`config.mk`:
```
export PLATFORM = sky130hd
export DESIGN_NAME = csp_top
export DESIGN_NICKNAME = d
export VERILOG_FILES = /design/src/csp_top.v /design/src/csp_buf.v
export VERILOG_INCLUDE_DIRS = /design/src
export SDC_FILE = /design/constraint.sdc
export NUM_CORES = 1
export LEC_CHECK = 0
export ABC_AREA = 1
export BUFFER_PORTS_ARGS = -buffer_cell sky130_fd_sc_hd__buf_2
export CAP_MARGIN = 10
export CORE_MARGIN = 2
export CORE_UTILIZATION = 45
export CTS_CLUSTER_DIAMETER = 80
export DETAILED_ROUTE_END_ITERATION = 10
export PLACE_DENSITY = 0.7
export SYNTH_ARGS = -nofsm -noshare
export SYNTH_HDL_FRONTEND = slang
export SYNTH_SLANG_ARGS = --single-unit
```
`constraint.sdc`:
```
create_clock -name clk -period 3.5 [get_ports clk]
set_clock_uncertainty 0.1 [all_clocks]
set_input_delay 0.875 -clock clk [delete_from_list [all_inputs] [get_ports clk]]
set_output_delay 0.875 -clock clk [all_outputs]
set_load 0.05 [all_outputs]
```
`src/csp_map.vh`:
```
// constants of the clocked serial port, with its behaviour list
// Behaviour
// - clock code 000 slowest, 001-101 divide 256 to 16, 110 unused, 111 external
// - internal clock drives the clock pin, which is high when a transfer begins
// - outgoing bits change on the clock falling edge
// - incoming bits are sampled and shifted on the clock rising edge
// - 4-bit words use the low nibble; received upper nibble is zero
// - every word shifts least significant bit first
// - one to eight words per burst, count from the word count field
// - transmit loads the next buffer word right after the current last bit
// - transmit raises the done pulse when the burst has been sent
// - internal transmit waits with clock stopped until any word is written
// - a write to any buffer, in use or not, ends a transmit wait
// - clearing start lets the current word finish, then active drops
// - abort ends the transfer at once and drops active
// - external transmit without new data sends dummy data, then ends
// - receive stores each word in the next buffer, done pulse when full
// - internal receive waits with clock stopped until any word is read
// - a read of any buffer, in use or not, ends a receive wait
// - external receive with unread data drops the word and ends
// - clearing start in receive stores the current word, then ends
// - changing the transfer mode clears the buffer contents
// - after start clears, active drops at the end or on abort
// - buffers are used from the lowest index upward
`ifndef CSP_MAP_VH
`define CSP_MAP_VH
`define CSP_ADDR_CTRL1   8'h00
`define CSP_ADDR_CTRL2   8'h04
`define CSP_ADDR_STAT    8'h08
`define CSP_BUF_SEL      3'h1
`define CSP_C1_START     7
`define CSP_C1_ABORT     6
`define CSP_C1_MODE_HI   5
`define CSP_C1_MODE_LO   3
`define CSP_C1_CLK_HI    2
`define CSP_C1_CLK_LO    0
`define CSP_C2_CNT_HI    2
`define CSP_C2_CNT_LO    0
`define CSP_ST_ACTIVE    7
`define CSP_ST_SHIFT     6
`define CSP_CTRL1_RST    8'h00
`define CSP_CTRL2_RST    3'h0
`define CSP_MODE_TX8     3'h0
`define CSP_MODE_TX4     3'h2
`define CSP_MODE_TXRX8   3'h4
`define CSP_MODE_RX8     3'h5
`define CSP_MODE_RX4     3'h6
`define CSP_CLK_SLOW     3'h0
`define CSP_CLK_FAST_MAX 3'h5
`define CSP_CLK_EXT      3'h7
`define CSP_SLOW_HALF_LOG2 4'hC
`define CSP_FAST_HALF_BASE 4'h8
`define CSP_DUMMY        8'hFF
`endif

```
`src/csp_top.v`:
```
// clocked serial port: apb registers, clock generation and shift engine
`timescale 1ns/1ps
`include "csp_map.vh"
module csp_top (
  input  wire        clk,
  input  wire        rst_n,
  input  wire        psel,
  input  wire        penable,
  input  wire        pwrite,
  input  wire [7:0]  paddr,
  input  wire [31:0] pwdata,
  output reg  [31:0] prdata,
  output reg         pready,
  output reg         pslverr,
  input  wire        sclkIn,
  output reg         sclkOut,
  output reg         sclkOe,
  input  wire        sdi,
  output reg         sdo,
  output reg         doneIrq
);
  localparam ST_IDLE  = 4'b0001;
  localparam ST_LOAD  = 4'b0010;
  localparam ST_SHIFT = 4'b0100;
  localparam ST_WAIT  = 4'b1000;

  reg  [3:0]  state;
  reg         start;
  reg  [2:0]  mode;
  reg  [2:0]  clkSel;
  reg  [2:0]  wordCnt;
  reg         active;
  reg  [7:0]  sh;
  reg  [2:0]  bitCnt;
  reg  [2:0]  idx;
  reg         dummy;
  reg         written;
  reg         unread;
  reg  [12:0] pre;
  reg         sckS1;
  reg         sckS2;
  reg         sckS3;
  reg         sdiS1;
  reg         sdiS2;
  reg         accd;
  reg  [3:0]  halfLog;
  wire [7:0]  memRdata;

  // apb decode
  wire        isBuf   = paddr[7:5] == `CSP_BUF_SEL;
  wire [2:0]  bufIdx  = paddr[4:2];
  wire        isReg   = paddr == `CSP_ADDR_CTRL1 || paddr == `CSP_ADDR_CTRL2 ||
                        paddr == `CSP_ADDR_STAT;
  wire        mapped  = (isBuf && paddr[1:0] == 2'h0) || isReg;
  wire        wrCyc   = psel && penable && pready && pwrite;
  wire        rdCyc   = psel && penable && pready && !pwrite;
  wire        ctrl1Wr = wrCyc && paddr == `CSP_ADDR_CTRL1;
  wire        ctrl2Wr = wrCyc && paddr == `CSP_ADDR_CTRL2;
  wire        bufWr   = wrCyc && isBuf && mapped;
  wire        bufRd   = rdCyc && isBuf && mapped;
  wire [2:0]  newMode = pwdata[`CSP_C1_MODE_HI:`CSP_C1_MODE_LO];

  // mode decode
  wire isTx  = mode == `CSP_MODE_TX8 || mode == `CSP_MODE_TX4 || mode == `CSP_MODE_TXRX8;
  wire isRx  = mode == `CSP_MODE_RX8 || mode == `CSP_MODE_RX4 || mode == `CSP_MODE_TXRX8;
  wire four  = mode == `CSP_MODE_TX4 || mode == `CSP_MODE_RX4;
  wire ext   = clkSel == `CSP_CLK_EXT;
  wire clkOk = clkSel <= `CSP_CLK_FAST_MAX || ext;

  wire abortNow = ctrl1Wr && pwdata[`CSP_C1_ABORT];
  wire startNow = ctrl1Wr && pwdata[`CSP_C1_START] && !pwdata[`CSP_C1_ABORT] &&
                  state == ST_IDLE && (newMode == mode) && clkOk;

  always @* begin
    if (clkSel == `CSP_CLK_SLOW) begin
      halfLog = `CSP_SLOW_HALF_LOG2;
    end else begin
      halfLog = `CSP_FAST_HALF_BASE - {1'b0, clkSel};
    end
  end
  wire [12:0] halfMask = ~(13'h1FFF << halfLog);
  wire        intTick  = (pre & halfMask) == halfMask;
  wire        shifting = state == ST_SHIFT;

  // leading edge is the falling pin edge
  wire fallE = shifting && (ext ? (sckS3 && !sckS2) : (intTick && sclkOut));
  // trailing edge is the rising pin edge
  wire riseE = shifting && (ext ? (!sckS3 && sckS2) : (intTick && !sclkOut));

  // nibble mode shifts into bit 3, upper nibble zero
  wire [7:0] nextSh = four ? {4'h0, sdiS2, sh[3:1]} : {sdiS2, sh[7:1]};
  wire [2:0] lastBit  = four ? 3'h3 : 3'h7;
  wire       wordDone = riseE && bitCnt == lastBit;
  // burst length from the count field
  wire       lastWord = idx == wordCnt;
  wire       extDrop  = ext && isRx && unread;
  wire       stopNow  = dummy || !start;
  wire       contMid  = wordDone && !extDrop && !stopNow && !lastWord;
  wire       contExt  = wordDone && !extDrop && !stopNow && lastWord && ext;
  // wait ends on a write (transmit) and a read (receive); transmit-receive needs both
  wire       waitDone = (!isTx || written) && (!isRx || !unread);
  wire       waitGo   = state == ST_WAIT && start && waitDone && !abortNow;
  wire       engRd    = startNow || contMid || contExt || waitGo;
  wire [2:0] engAddr  = contMid ? idx + 3'h1 : 3'h0;
  wire       rxStore  = wordDone && isRx && !extDrop && !abortNow;
  wire       memWe    = rxStore || bufWr;
  wire [2:0] memWaddr = rxStore ? idx : bufIdx;
  wire [7:0] memWdata = rxStore ? nextSh : pwdata[7:0];
  wire       memClr   = ctrl1Wr && newMode != mode;
  wire       apbAcc   = psel && penable && !pready && !accd && !engRd;

  csp_buf uBuf (
    .clk   (clk),
    .rst_n (rst_n),
    .clr   (memClr),
    .we    (memWe),
    .waddr (memWaddr),
    .wdata (memWdata),
    .raddr (engRd ? engAddr : bufIdx),
    .rdata (memRdata)
  );

  // pin synchronisers and prescaler
  always @(posedge clk) begin
    if (!rst_n) begin
      sckS1 <= 1'b1;
      sckS2 <= 1'b1;
      sckS3 <= 1'b1;
      sdiS1 <= 1'b0;
      sdiS2 <= 1'b0;
      pre   <= 13'h0000;
    end else begin
      sckS1 <= sclkIn;
      sckS2 <= sckS1;
      sckS3 <= sckS2;
      sdiS1 <= sdi;
      sdiS2 <= sdiS1;
      pre   <= pre + 13'h0001;
    end
  end

  // apb slave
  always @(posedge clk) begin
    if (!rst_n) begin
      accd    <= 1'b0;
      pready  <= 1'b0;
      pslverr <= 1'b0;
      prdata  <= 32'h00000000;
    end else begin
      accd   <= apbAcc;
      pready <= accd;
      if (accd) begin
        pslverr <= !mapped;
        if (!mapped || pwrite) begin
          prdata <= 32'h00000000;
        end else if (isBuf) begin
          prdata <= {24'h000000, memRdata};
        end else if (paddr == `CSP_ADDR_CTRL1) begin
          prdata <= {24'h000000, start, 1'b0, mode, clkSel};
        end else if (paddr == `CSP_ADDR_CTRL2) begin
          prdata <= {29'h00000000, wordCnt};
        end else begin
          prdata <= {24'h000000, active, state != ST_IDLE && state != ST_WAIT, 6'h00};
        end
      end
    end
  end

  // control registers
  wire [7:0] ctrl1Rst = `CSP_CTRL1_RST;
  always @(posedge clk) begin
    if (!rst_n) begin
      start   <= ctrl1Rst[`CSP_C1_START];
      mode    <= ctrl1Rst[`CSP_C1_MODE_HI:`CSP_C1_MODE_LO];
      clkSel  <= ctrl1Rst[`CSP_C1_CLK_HI:`CSP_C1_CLK_LO];
      wordCnt <= `CSP_CTRL2_RST;
    end else begin
      if (ctrl1Wr) begin
        start  <= pwdata[`CSP_C1_START] && !pwdata[`CSP_C1_ABORT];
        mode   <= newMode;
        clkSel <= pwdata[`CSP_C1_CLK_HI:`CSP_C1_CLK_LO];
      end
      if (ctrl2Wr) begin
        wordCnt <= pwdata[`CSP_C2_CNT_HI:`CSP_C2_CNT_LO];
      end
    end
  end

  // pin drive mode
  always @(posedge clk) begin
    if (!rst_n) begin
      sclkOe <= 1'b0;
    end else begin
      sclkOe <= !ext && state != ST_IDLE && !abortNow;
    end
  end

  // shift engine
  always @(posedge clk) begin
    if (!rst_n) begin
      state   <= ST_IDLE;
      active  <= 1'b0;
      sh      <= 8'h00;
      bitCnt  <= 3'h0;
      idx     <= 3'h0;
      dummy   <= 1'b0;
      written <= 1'b0;
      unread  <= 1'b0;
      sclkOut <= 1'b1;
      sdo     <= 1'b1;
      doneIrq <= 1'b0;
    end else begin
      doneIrq <= 1'b0;
      if (bufWr) begin
        written <= 1'b1;
      end
      if (bufRd) begin
        unread <= 1'b0;
      end
      if (abortNow) begin
        state   <= ST_IDLE;
        active  <= 1'b0;
        dummy   <= 1'b0;
        sclkOut <= 1'b1;
      end else begin
        case (state)
          ST_IDLE: begin
            sclkOut <= 1'b1;
            if (startNow) begin
              active  <= 1'b1;
              idx     <= 3'h0;
              unread  <= 1'b0;
              written <= bufWr;
              state   <= ST_LOAD;
            end
          end
          ST_LOAD: begin
            sh     <= dummy ? `CSP_DUMMY : memRdata;
            bitCnt <= 3'h0;
            state  <= ST_SHIFT;
          end
          ST_SHIFT: begin
            if (!ext && intTick) begin
              sclkOut <= !sclkOut;
            end
            if (fallE) begin
              sdo <= sh[0];
            end
            if (riseE) begin
              sh     <= nextSh;
              bitCnt <= bitCnt + 3'h1;
            end
            if (wordDone) begin
              if (extDrop || stopNow) begin
                state  <= ST_IDLE;
                active <= 1'b0;
                dummy  <= 1'b0;
              end else if (!lastWord) begin
                idx   <= idx + 3'h1;
                state <= ST_LOAD;
              end else begin
                doneIrq <= 1'b1;
                unread  <= isRx;
                idx     <= 3'h0;
                if (!ext) begin
                  state <= ST_WAIT;
                end else begin
                  // no new data: send dummy then end
                  dummy   <= isTx && !written && !bufWr;
                  written <= bufWr;
                  state   <= ST_LOAD;
                end
              end
            end
          end
          ST_WAIT: begin
            sclkOut <= 1'b1;
            if (!start) begin
              state  <= ST_IDLE;
              active <= 1'b0;
            end else if (waitGo) begin
              written <= bufWr;
              state   <= ST_LOAD;
            end
          end
          default: begin
            state  <= ST_IDLE;
            active <= 1'b0;
          end
        endcase
      end
    end
  end
endmodule

```
`src/csp_buf.v`:
```
// eight-entry data buffer bank with registered read port
`timescale 1ns/1ps
module csp_buf (
  input  wire       clk,
  input  wire       rst_n,
  input  wire       clr,
  input  wire       we,
  input  wire [2:0] waddr,
  input  wire [7:0] wdata,
  input  wire [2:0] raddr,
  output reg  [7:0] rdata
);
  wire [7:0] ent [0:7];
  genvar i;
  generate
    for (i = 0; i < 8; i = i + 1) begin : gEnt
      reg [7:0] word;
      always @(posedge clk) begin
        if (!rst_n || clr) begin
          word <= 8'h00;
        end else if (we && waddr == i) begin
          word <= wdata;
        end
      end
      assign ent[i] = word;
    end
  endgenerate
  always @(posedge clk) begin
    if (!rst_n) begin
      rdata <= 8'h00;
    end else begin
      rdata <= ent[raddr];
    end
  end
endmodule

```
* Word-level counts from Yosys, hierarchy flattened *
Cells that the tools add are included.

cells by class
  add/sub/neg operators = 4
  magnitude comparators = 2
  equal/unequal tests = 34
  shifts and indexed selects = 1
  muxes and demuxes = 62
  bitwise logic cells = 8
  reductions and logical operators = 117

operators by type and width
  operator                 number
  $mux W8                  10
  $logic_and A1 B1 Y1      57
  $mux W4                  8
  $mux W3                  9
  $mux W1                  26
  $bmux W8 S3              1
  $eq A3 B3 Y1 const B     8
  $logic_not A1 Y1         21
  $logic_or A1 B1 Y1       19
  $pmux W4 S4              1
  $pmux W8 S2              1
  $add A13 B1 Y13 const B  1
  $and A13 B13 Y13         1
  $eq A13 B13 Y1           1
  $not A13 Y13             1
  $shl A13 B4 Y13 const A  1
  $pmux W3 S2              2
  $reduce_and A5 Y1        2
  $reduce_bool A2 Y1       5
  $eq A3 B2 Y1 const B     3
  $eq A3 B3 Y1             3
  $logic_not A3 Y1         3
  $reduce_and A3 Y1        3
  $eq A8 B3 Y1 const B     1
  27 further kinds         40

word-level totals
  flip-flop bits (word level) = 161
  bits of input ports = 47
  output and inout bits = 38
  word-level logic and storage cells = 263

* Logic depth before layout (Yosys ltp) *
Gate-level depths: netlist of run 1.

  word-level depth = 21
  gate-level depth with buffers = 23
  mapped depth without buffers = 22

* Hierarchy *
Synthesis of run 1 repeated with hierarchy kept, for this count alone.

unflattened totals
  cells, all modules = 1066
  area, all modules = 7015.5 um2

by module, submodules not included
  module   instances  cells an instance  area each (um2)  seq. area each (um2)
  csp_top  1          544                3674.8           1301.2
  csp_buf  1          522                3340.7           1441.4

* Worst setup path after synthesis of run 1 *
OpenSTA, ideal clock, no wires.

  kind = input port to flip-flop
  start point = in paddr[1]
  end point = reg uBuf.gEnt[6].word[0]
  setup time = 0.116 ns
  arrival time = 2.747 ns
  data required time = 3.284 ns
  path slack = 0.537 ns
  cell stages on the path = 16
  buffers on the path = 1
  path through = nor2_1 -> inv_2 -> nor4_4 -> inv_2 -> nor2_8 -> nand2_4 -> nand3b_4 -> nor2_8 -> inv_6 -> nand2_2 -> nand2_4 -> inv_2 -> nor2_4 -> nand2_2 -> buf_2 -> o211a_1

between the ends
  longest elaborated chain between the ends = 8
  elaborated cells between the ends (all ways) = 20
  those cells by class = eq/ne (3); mux (2); reduce/logical (15)

RTL lines
  element                               RTL line       source
  start, declared                       csp_top.v:10   input wire [7:0] paddr,
  $logic_not A8 Y1 (no source line)     n/a
  $logic_and A1 B1 Y1 (no source line)  n/a
  $logic_and A1 B1 Y1                   csp_top.v:70   wire abortNow = ctrl1Wr && pwdata[`CSP_C1_ABORT];
  $logic_not A1 Y1                      csp_top.v:105  wire rxStore = wordDone && isRx && !extDrop && !abortNow;
  $logic_and A1 B1 Y1                   csp_top.v:105
  $mux W3                               csp_top.v:107  wire [2:0] memWaddr = rxStore ? idx : bufIdx;
  $eq A3 B3 Y1                          csp_buf.v:21   end else if (we && waddr == i) begin
  $logic_and A1 B1 Y1                   csp_buf.v:21
  end signal, assigned                  csp_buf.v:22   word <= wdata;
  end, declared                         csp_buf.v:17   reg [7:0] word;

Several ways; a longest one is shown, not always the timed one.
A chain may end at the register's enable or synchronous reset.

* Worst setup path after layout of run 1 *
  start point = reg clkSel[1]
  end point = reg uBuf.gEnt[1].word[7]

between the ends
  longest elaborated chain between the ends = 16
  elaborated cells between the ends (all ways) = 23
  those cells by class = add/sub (1); eq/ne (3); shift (1); mux (4); bitwise (2); reduce/logical (12)

RTL lines
  element                                                                    RTL line       source
  start, declared                                                            csp_top.v:30   reg [2:0] clkSel;
  start signal, assigned                                                     csp_top.v:175  clkSel <= ctrl1Rst[`CSP_C1_CLK_HI:`CSP_C1_CLK_LO];
  start signal, assigned                                                     csp_top.v:181  clkSel <= pwdata[`CSP_C1_CLK_HI:`CSP_C1_CLK_LO];
  $sub A4 B3 Y4 (no source line) / $logic_not A3 Y1 (equally long branches)  n/a
  $mux W4                                                                    csp_top.v:75   if (clkSel == `CSP_CLK_SLOW) begin
  $shl A13 B4 Y13                                                            csp_top.v:81   wire [12:0] halfMask = ~(13'h1FFF << halfLog);
  $not A13 Y13                                                               csp_top.v:81
  $and A13 B13 Y13                                                           csp_top.v:82   wire intTick = (pre & halfMask) == halfMask;
  $eq A13 B13 Y1                                                             csp_top.v:82
  $logic_and A1 B1 Y1                                                        csp_top.v:88   wire riseE = shifting && (ext ? (!sckS3 && sckS2) : (intTick && !sclkOut));
  $mux W1                                                                    csp_top.v:88
  $logic_and A1 B1 Y1                                                        csp_top.v:88
  $logic_and A1 B1 Y1                                                        csp_top.v:93   wire wordDone = riseE && bitCnt == lastBit;
  $logic_and A1 B1 Y1                                                        csp_top.v:105
  $logic_and A1 B1 Y1 * (2 in series)                                        csp_top.v:105
  $mux W3                                                                    csp_top.v:107
  $eq A3 B1 Y1                                                               csp_buf.v:21
  $logic_and A1 B1 Y1                                                        csp_buf.v:21
  end signal, assigned                                                       csp_buf.v:22
  end, declared                                                              csp_buf.v:17

Every way passes the cells marked *; elsewhere a longest branch is shown, timed or not.

==> results of run 1 <==
==> cell type report <==
type,count,area [um^2],share of cell area (%)
clock inverters,11,146,1.80
well taps,216,270,3.31
flip-flops and latches,137,2740,33.7
inverters,157,594,7.29
repair buffers,61,397,4.86
clock buffers,20,447,5.48
multi-input cells,677,3560,43.6
==> what timing repair did <==
item | in CTS | in global routing
setup buffers | 0 | 5
setup endpoints to repair | 0 | 25
gates resized for setup | 0 | 5
==> path summary, 6_finish.rpt <==
kind              from              endpoint  slack (ns)  depth (start not counted)
min reg2reg      sdiS1                 sdiS2        0.31                          2
max reg2reg  clkSel[1]  uBuf.gEnt[1].word[7]        0.31                         19
max          clkSel[1]  uBuf.gEnt[1].word[7]        0.31                         19
min              sdiS1                 sdiS2        0.31                          2
==> state kept, by name, summed over array words and instances, names as in the netlist, 3 cells and up <==
register        count
bitCnt              3
clkSel              3
idx                 3
mode                3
prdata              8
pre                13
sh                  8
state               4
uBuf.gEnt.word     64
uBuf.rdata          8
wordCnt             3
==> critical path, cell delays in order (launching register included) <==
cell and delay (ns):
dfxtp_1 0.42, inv_1 0.11, ha_1 0.30, inv_1 0.10, nand3_1 0.11, a21oi_1 0.15, nand3_1 0.09, nand2_1 0.11
nand4_2 0.14, nand2_2 0.13, nand3_4 0.12, nor2_8 0.19, inv_6 0.10, o21ai_4 0.25, inv_2 0.07, nor2_4 0.14
nand2_4 0.12, inv_2 0.15, o21ai_0 0.10, nor2_1 0.12
==> per-layer routing <==
metal | up-vias | GRT usage, % | part of all wire, %
met3 | 51 | 5.13 | 5.7
met4 | 0 | 10.8 | 4.0
met5 | - | 0 | 0
met2 | 196 | 36.6 | 45
li1 | 3330 | - | -
met1 | 2998 | 29.4 | 45
==> cell usage in the layout (no fill, tap or decap), types with 7 or more instances in the layout <==
cell and instances:
a21oi_1 59, o211ai_1 7, nand2_4 7, a31oi_1 9, o21ai_1 16, nor2_1 122
clkbuf_16 17, inv_2 17, xnor2_1 7, nand3_1 89, buf_2 36, dfxtp_1 136
nor2_2 7, nor3_1 8, nand2_2 13, inv_1 139, nand2_1 144, conb_1 24
o211a_1 16, buf_4 22, o21ai_0 84
==> per-stage QoR <==
step	utilization (%)	instances	cell area, um^2	hold slack (ns)	setup WS [ns]
after floorplan	-	1030	7220	0.290	0.537
after global placement	47.6	1242	7470	0.298	0.191
after detailed placement	47.6	1242	7470	0.300	0.181
after CTS	51.3	1273	8070	0.313	0.299
after global routing	51.9	1279	8150	0.332	0.00299
final	51.9	1279	8150	0.311	0.305
==> kinds of logic (layout without fill, tap and decap cells) <==
kind of cell / Yosys count / in the layout
fa+ha+maj: 5 / 5
simple gates: 421 / 422
buf+inv: 217 / 249
compound gates: 218 / 218
other cells: 1 / 24
xor+xnor: 8 / 8
flops: 137 / 137
==> power by group through the flow <==
stage / Combinational (mW) / Clock (mW) / Sequential (mW)
final: 0.374 / 1.83 / 1.61
after global routing: 0.411 / 1.91 / 1.61
after CTS: 0.369 / 1.85 / 1.61
after detailed placement: 0.366 / 0 / 1.64
after global placement: 0.363 / 0 / 1.64
after floorplan: 0.276 / 0 / 1.65
==> flow_summary.yaml, run 1 <==
synthesis:
  syn_area_um2: 7130
  synthSimpleGateAreaFrac_pct: 28.0
  synthTopCellsByArea: "dfxtp_1, nand2_1, inv_1"
  synth.yosys.warnings: 0
  synth_mux_area_share_pct: 0
  async_flop_share_pct: 0
  yosysUniqueCellTypes: 51
  synth_top_family_by_area: "simple AND/OR/NAND/NOR gates"
  synth_compound_area_share_pct: 18.3
  ys_seq_area_share_pct: 38.4
  synth-adder-area-share_pct: 0.877
  synth_top_area_cell: "dfxtp_1"
  yosysMostFrequentCell: "nand2_1"
  synth-seq-cells: 137
  synth_flop_cell: "dfxtp_1"
  synth.avg_cell_area_um2: 7.08
  synthXorXnorAreaFrac_pct: 0.982
  synth_top_area_share_pct: 38.4
  synth_edf_count: 0
  netlist_instances: 1007
  yosys-top-cells-count: "nand2_1, inv_1, dfxtp_1, nor2_1, nand3_1"
placed_design:
  portBuffers: 36
  dpl.hpwl_um: 13100
  gp_congestion: 0.908
power:
  p_clk_share_pct: 48.1
  p_total_mw: 3.81
  p_per_area_nw_per_um2: 468
  internal_power_mw: 2.82
  power.switching_uw: 993
  pwr-share-comb_pct: 9.8
  seqPwrFrac_pct: 42.1
  switching_share_pct: 26.1
  power_leakage_nw: 3.81
  ir_worst_vdd_mv: 0.382
cts:
  clockBufferDepth: 2
  cts_tree: "built"
  ctsHoldBuffers: 0
  cts.sinks: 137
  cts-buffers-inserted: 17
  cts_root_buffer: "clkbuf_16"
  clkTransAtPathRegs_ns: 0.06
  h-tree-depth: 4
  clock_latency_ns: 0.43
floorplan:
  die_area_um2: 16900
  die_w_um: 130
  fp-row-count: 46
  initial_utilization_pct: 45.4
  die-height_um: 130
  num_io_pins: 85
  coreArea_um2: 15700
route:
  drc: 0
  vias: 6575
  first_pass_iters: 7
  ant_nets: 0
  wl_per_cell_um: 14.7
  totalWireLength_um: 18800
  vias_per_cell: 5.14
  drt_iter0_markers: 505
sta:
  hold_viol: 0
  drv_slew: 0
  fmax_ghz: 0.313
  period_minus_slack_ns: 3.19
  setup_viol: 0
  max_slew_margin_pct: 37.1
  tns_ns: 0
  worst_pin_slew_ns: 0.941
  timing.final.crit_share_pct: 91.3
  rsz0062_at_grt: "false"
hold_path:
  hp-class: "flop to flop"
finish:
  drive_gt1_share_pct: 15.2
  layout.nets: 1103
  area_delta_synth_final_pct: 14.3
  nFillCells: 1576
  diodes: 0
grt:
  antenna_found_initial: 0
  grt_start_max_net_pins: 52
  grt_pass1_vias: 5903
  grt_pass1_wl_um: 29800
  gr-total-overflow: 0
  grt_use_total_pct: 22.8
run:
  cap_violations: 0
setup_path:
  crit_type: "flop to flop"
  required_ns: 3.76
  endpoint_kind: "flop"
  arrival_ns: 3.46
  path_max_fanout: 18
  start_kind: "flop"
outcome:
  status: "finished clean"
Note: power is estimated with default switching activity, not from simulation.
==> inputs of run 2 (changes only) <==
CORE_ASPECT_RATIO = 1.75   (was default)
REMOVE_ABC_BUFFERS = 1   (was default)
==> run 2 against run 1 <==
Effect of this change:
- critical path depth grew 1
- non-clock buffer count shrank 4
- power is essentially flat
- fmax shrank 2.4%
- first-iteration DRC count shrank 25%
- clock power is essentially flat
- register-to-register slack lost 0.08 ns
==> flow_summary.yaml, run 2 (same netlist as run 1, synthesis figures left out) <==
outcome:
  status: "finished clean"
finish:
  diodes: 0
  top_regs: "uBuf.gEnt.word: 64 flops, pre: 13 flops"
  layout.nets: 1099
  area_delta_synth_final_pct: 13.1
  final_cell_mix: "nand2_1, inv_1, dfxtp_1, nor2_1, nand3_1"
  fin_util_pct: 52.2
  final_common_cell: "nand2_1"
  drive_gt1_share_pct: 15.3
  stdcell_area_um2: 8070
  largest_register_ffs: 64
  top_register: "uBuf.gEnt.word"
  finalNonFillerCells: 1246
floorplan:
  num_io_pins: 85
  die-height_um: 171
  die_area_um2: 16900
  die_w_um: 99.2
  initial_utilization_pct: 46.1
  fp-row-count: 60
  coreArea_um2: 15500
run:
  cap_violations: 0
setup_path:
  ff2ff_setup_slack_ns: 0.23
  path_max_fanout: 18
  cpPeakStageDelay_ns: 0.36
  cpLargestDelayFamily: "simple AND/OR/NAND/NOR gates"
  cp_common_cell: "nor2_1"
  timing.rr.start: "clkSel[0]"
  r2r_cells: 20
  endpoint_kind: "flop"
  crit_chain: "inv_1, ha_1, inv_1, nand3_1, a21oi_2, nand3_1, nand2_1, nand4_2, nand2_2, nand3_4, nor2_8, inv_6, nand2_2, o21ai_4, nor2_1, inv_2, nor2_4, inv_2, nor2_1, nor2_1"
  path_buf_inv: 5
  arrival_ns: 3.49
  start_kind: "flop"
  required_ns: 3.72
  cp_slowest_cell: "dfxtp_2"
  rr_endpoint: "uBuf.gEnt[0].word[4]"
  crit_type: "flop to flop"
cts:
  cts.sinks: 137
  clockBufferDepth: 2
  clkTransAtPathRegs_ns: 0.06
  cts-buffers-inserted: 17
  cts_tree: "built"
  clock_latency_ns: 0.43
  h-tree-depth: 4
  cts_root_buffer: "clkbuf_16"
placed_design:
  dpl.hpwl_um: 14500
  place_inst: 1212
  portBuffers: 36
  gp_congestion: 0.970
  pre_cts_ws_ns: 0.153
  place_area_um2: 7450
grt:
  gr-total-overflow: 0
  grt_start_max_net_pins: 65
  grt_pass1_vias: 6340
  grt_pass1_wl_um: 31300
  antenna_found_initial: 0
  grt_use_total_pct: 23.4
sta:
  rsz0062_at_grt: "true"
  period_minus_slack_ns: 3.27
  setup_viol: 0
  setup_slack_ns: 0.228
  drv_slew: 0
  hold_viol: 0
  tns_ns: 0
  worst_pin_slew_ns: 0.655
  fmax_ghz: 0.306
  timing.final.crit_share_pct: 93.5
  timing.hold.ws_ns: 0.311
  max_slew_margin_pct: 56.0
power:
  ir_worst_vdd_mv: 0.288
  p_per_area_nw_per_um2: 472
  power_leakage_nw: 3.79
  p_total_mw: 3.81
route:
  totalWireLength_um: 19600
  ant_nets: 0
  wl_per_cell_um: 15.7
  drt_iter0_markers: 379
  drc: 0
  vias: 6599
  vias_per_cell: 5.30
  first_pass_iters: 4
hold_path:
  min_from: "sdiS1"
  hp-class: "flop to flop"
  min_path_cells: 2
  min_to: "sdiS2"
-- run 2: repair_timing --
| action | 4_1_cts | 5_1_grt |
|---|---|---|
| setup endpoints to repair | 0 | 40 |
| buffers inserted | 0 | 1 |
| endpoints found under the hold margin | 0 | 0 |
| gates resized for setup | 0 | 5 |
| hold buffers | 0 | 0 |
-- run 2: worst register-to-register path: stages, from the launching register on --
cell,delay (ns)
dfxtp_2,0.36
inv_1,0.10
ha_1,0.33
inv_1,0.09
nand3_1,0.13
a21oi_2,0.15
nand3_1,0.07
nand2_1,0.16
nand4_2,0.15
nand2_2,0.13
nand3_4,0.12
nor2_8,0.20
inv_6,0.11
nand2_2,0.09
o21ai_4,0.09
nor2_1,0.17
inv_2,0.11
nor2_4,0.23
inv_2,0.13
nor2_1,0.11
nor2_1,0.05
-- run 2: layer usage --
layer  track usage (%)  vias up  part of all wire, %
met5                 0        -                    0
met4              14.5        0                  5.9
met3              4.04       74                  3.5
met2              43.9      185                   53
met1              23.6     3023                   38
li1                  -     3317                    -
-- run 2: worst max-delay path by stage --
stage / end / depth (start not counted) / startpoint / slack [ns]
2_1_floorplan: uBuf.gEnt[3].word[1] / 8 / paddr[5] / -0.27
3_3_place_gp: uBuf.rdata[3] / 17 / paddr[7] / 0.19
3_5_place_dp: uBuf.rdata[3] / 17 / paddr[7] / 0.15
4_1_cts: uBuf.gEnt[0].word[7] / 20 / clkSel[0] / 0.18
5_1_grt: uBuf.gEnt[0].word[1] / 20 / clkSel[0] / -0.02
6_report: uBuf.gEnt[0].word[4] / 20 / clkSel[0] / 0.23
-- run 2: layout make-up --
class / count / area, um^2
timing repair buffer: 57 / 354
inverter: 157 / 594
tap: 186 / 233
fill: 1516 / 7390
clock inverter: 14 / 160
sequential: 137 / 2750
multi-input combinational: 677 / 3550
clock buffer: 18 / 439
-- run 2: power by group --
group	switching (mW)	total, mW	internal [mW]
clock	0.747	1.83	1.08
sequential	0.0202	1.61	1.59
combinational	0.274	0.376	0.102
total	1.04	3.81	2.77
==> inputs of run 3 (changes only) <==
SYNTH_HIERARCHICAL = 1   (was default)
==> run 3 against run 2 <==
Effect of this change:
- global-route usage down 0.41 points
- die area down 1.6%
- non-clock buffer count up 16
- sequential share of layout area up 0.24 points
- first-iteration DRC count down 13%
- highest routed layer unchanged
==> flow_summary.yaml, run 3 <==
power:
  power_leakage_nw: 3.31
  p_per_area_nw_per_um2: 434
  p_total_mw: 3.47
  ir_worst_vdd_mv: 0.239
floorplan:
  die_w_um: 98.4
  initial_utilization_pct: 45.8
  die-height_um: 169
  num_io_pins: 85
  die_area_um2: 16600
  coreArea_um2: 15300
  fp-row-count: 60
grt:
  met2_usage_pct: 44.1
  grt_use_total_pct: 23.0
  grt_use_met3_pct: 3.42
  antenna_found_initial: 0
  gr-total-overflow: 0
  grt_start_max_net_pins: 65
  grtUsageMet1_pct: 22.9
  busiest_layer: "met2"
  grt_pass1_wl_um: 30200
  grt_pass1_vias: 6231
synthesis:
  synth-seq-cells: 137
  synth_top_area_share_pct: 39.1
  synth.yosys.warnings: 6
  async_flop_share_pct: 0
  synth.avg_cell_area_um2: 6.58
  yosys-top-cells-count: "nand2_1, inv_1, dfxtp_1, a21oi_1, nand3_1"
  synth_edf_count: 0
  synth_flop_cell: "dfxtp_1"
  synthTopCellsByArea: "dfxtp_1, nand2_1, a21oi_1"
  synth_top_area_cell: "dfxtp_1"
  ys_seq_area_share_pct: 39.1
  netlist_instances: 1066
  yosysMostFrequentCell: "nand2_1"
  yosysUniqueCellTypes: 39
  syn_area_um2: 7020
sta:
  worst_pin_slew_ns: 0.846
  drv_slew: 0
  rsz0062_at_grt: "false"
  timing.hold.ws_ns: 0.310
  timing.final.crit_share_pct: 93.5
  max_slew_margin_pct: 43.5
  hold_viol: 0
  setup_viol: 0
  fmax_ghz: 0.306
  period_minus_slack_ns: 3.27
  setup_slack_ns: 0.229
finish:
  final_common_cell: "nand2_1"
  stdcell_area_um2: 8010
  top_regs: "uBuf/gEnt.word: 64 flops, pre: 13 flops"
  final_cell_mix: "nand2_1, inv_1, dfxtp_1, a21oi_1, nand3_1"
  drive_gt1_share_pct: 13.3
  diodes: 0
  top_register: "uBuf/gEnt.word"
  area_delta_synth_final_pct: 14.1
  largest_register_ffs: 64
  fin_util_pct: 52.3
  layout.nets: 1172
cts:
  clock_latency_ns: 0.42
  h-tree-depth: 4
  cts_tree: "built"
  clockBufferDepth: 2
  ctsHoldBuffers: 0
  cts-buffers-inserted: 17
  clkTransAtPathRegs_ns: 0.06
  cts.sinks: 137
  cts_root_buffer: "clkbuf_16"
setup_path:
  timing.rr.start: "clkSel[0]"
  crit_type: "flop to flop"
  arrival_ns: 3.49
  rr_endpoint: "uBuf/rdata[6]"
  cpPeakStageDelay_ns: 0.32
  cp_slowest_cell: "dfxtp_1"
  cp_common_cell: "nand2_1"
  r2r_cells: 22
  path_max_fanout: 16
  ff2ff_setup_slack_ns: 0.23
  required_ns: 3.71
  start_kind: "flop"
  endpoint_kind: "flop"
  crit_chain: "buf_4, ha_1, nand2_1, o21ai_0, nor2_1, nand2_1, nor2_4, nand2_1, nand2_2, nand3_4, nor2_1, buf_4, nand2_1, nand2_1, o22ai_2, inv_1, buf_12, nand2_1, nand3_1, nand3_1, nand2_1, nor2_1"
outcome:
  status: "finished clean"
route:
  vias_per_cell: 5.07
  drc: 0
  totalWireLength_um: 19200
  first_pass_iters: 5
  wl_per_cell_um: 14.6
  vias: 6658
  ant_nets: 0
  drt_iter0_markers: 330
placed_design:
  gp_congestion: 0.977
  place_area_um2: 7420
  pre_cts_ws_ns: -0.0570
  portBuffers: 36
  dpl.hpwl_um: 14000
hold_path:
  min_from: "sdiS1"
  hp-class: "flop to flop"
  min_to: "sdiS2"
  min_path_cells: 2
run:
  cap_violations: 0
## run 3: cell count changes after synthesis, sizes merged, moves of 4 or more
| cell | before | now |
|---|---|---|
| nand2 | 165 | 345 |
| o211ai | 7 | 11 |
| o211a | 16 | 0 |
| a31oi | 9 | 1 |
| o21ai | 101 | 54 |
| clkbuf | 17 | 22 |
| o32ai | 5 | 0 |
| nor2 | 135 | 78 |
| inv | 157 | 147 |
| a21oi | 60 | 109 |
| nand3 | 93 | 71 |
## run 3: critical path: cells and delay by family, from the launching register on
family	cells	cell delay, ns
AOI/OAI and AO/OA	2	0.24
adders and majority gates	1	0.21
buffers and inverters	4	0.61
DFF	1	0.32
and+or+nand+nor	15	1.68
## run 3: report_power, final
| part | internal, mW | switching, mW |
|---|---|---|
| Sequential | 1.57 | 0.00835 |
| Combinational | 0.0672 | 0.202 |
| Clock | 0.951 | 0.673 |
## run 3: worst max-delay path by stage
stage,startpoint,to,slack (ns),depth (start not counted)
global placement,paddr[6],uBuf/rdata[6],-0.03,15
finish,clkSel[0],uBuf/rdata[6],0.23,22
floorplan,paddr[1],uBuf/rdata[0],-1.20,17
global route,clkSel[1],uBuf/gEnt[2].word[1],0.002,20
CTS,clkSel[0],uBuf/rdata[4],0.003,16
detailed placement,paddr[6],uBuf/rdata[4],-0.06,15
## run 3: logic make-up (layout without fill, tap and decap cells)
kind of cell / count (synthesis) / count (layout) / share of synthesized area (%)
flops: 137 / 137 / 39.1
fa+ha+maj: 7 / 7 / 1.25
xor+xnor: 9 / 9 / 1.12
simple gates: 514 / 514 / 30.8
compound gates: 186 / 186 / 14.5
other cells: 1 / 24 / 0.0535
buf+inv: 212 / 250 / 13.2
## run 3: layer usage
layer  vias to the layer above  part of all wire [%]
met2                       171                    54
met1                      3008                    38
met4                         0                   5.5
met3                        69                   3.2
met5                         -                     0
li1                       3410                     -
## run 3: final cells by class
type,count,area [um^2]
inverter,149,563
fill,1549,7310
multi-input combinational,740,3470
tap,186,233
sequential,137,2740
clock inverter,10,83.8
timing repair buffer,73,487
clock buffer,18,429
## run 3: repair_timing
| item | 4_1_cts | 5_1_grt |
|---|---|---|
| setup buffers | 0 | 5 |
| setup endpoints to repair | 0 | 72 |
| endpoints found under the hold margin | 0 | 0 |
| gates resized for setup | 0 | 12 |
## run 3: stage by stage
| stage | setup TNS [ns] | std cells |
|---|---|---|
| floorplan | -9.62 | 1026 |
| global placement | -0.0796 | 1280 |
| detailed placement | -0.185 | 1280 |
| CTS | 0 | 1308 |
| global route | 0 | 1313 |
| finish | 0 | 1313 |
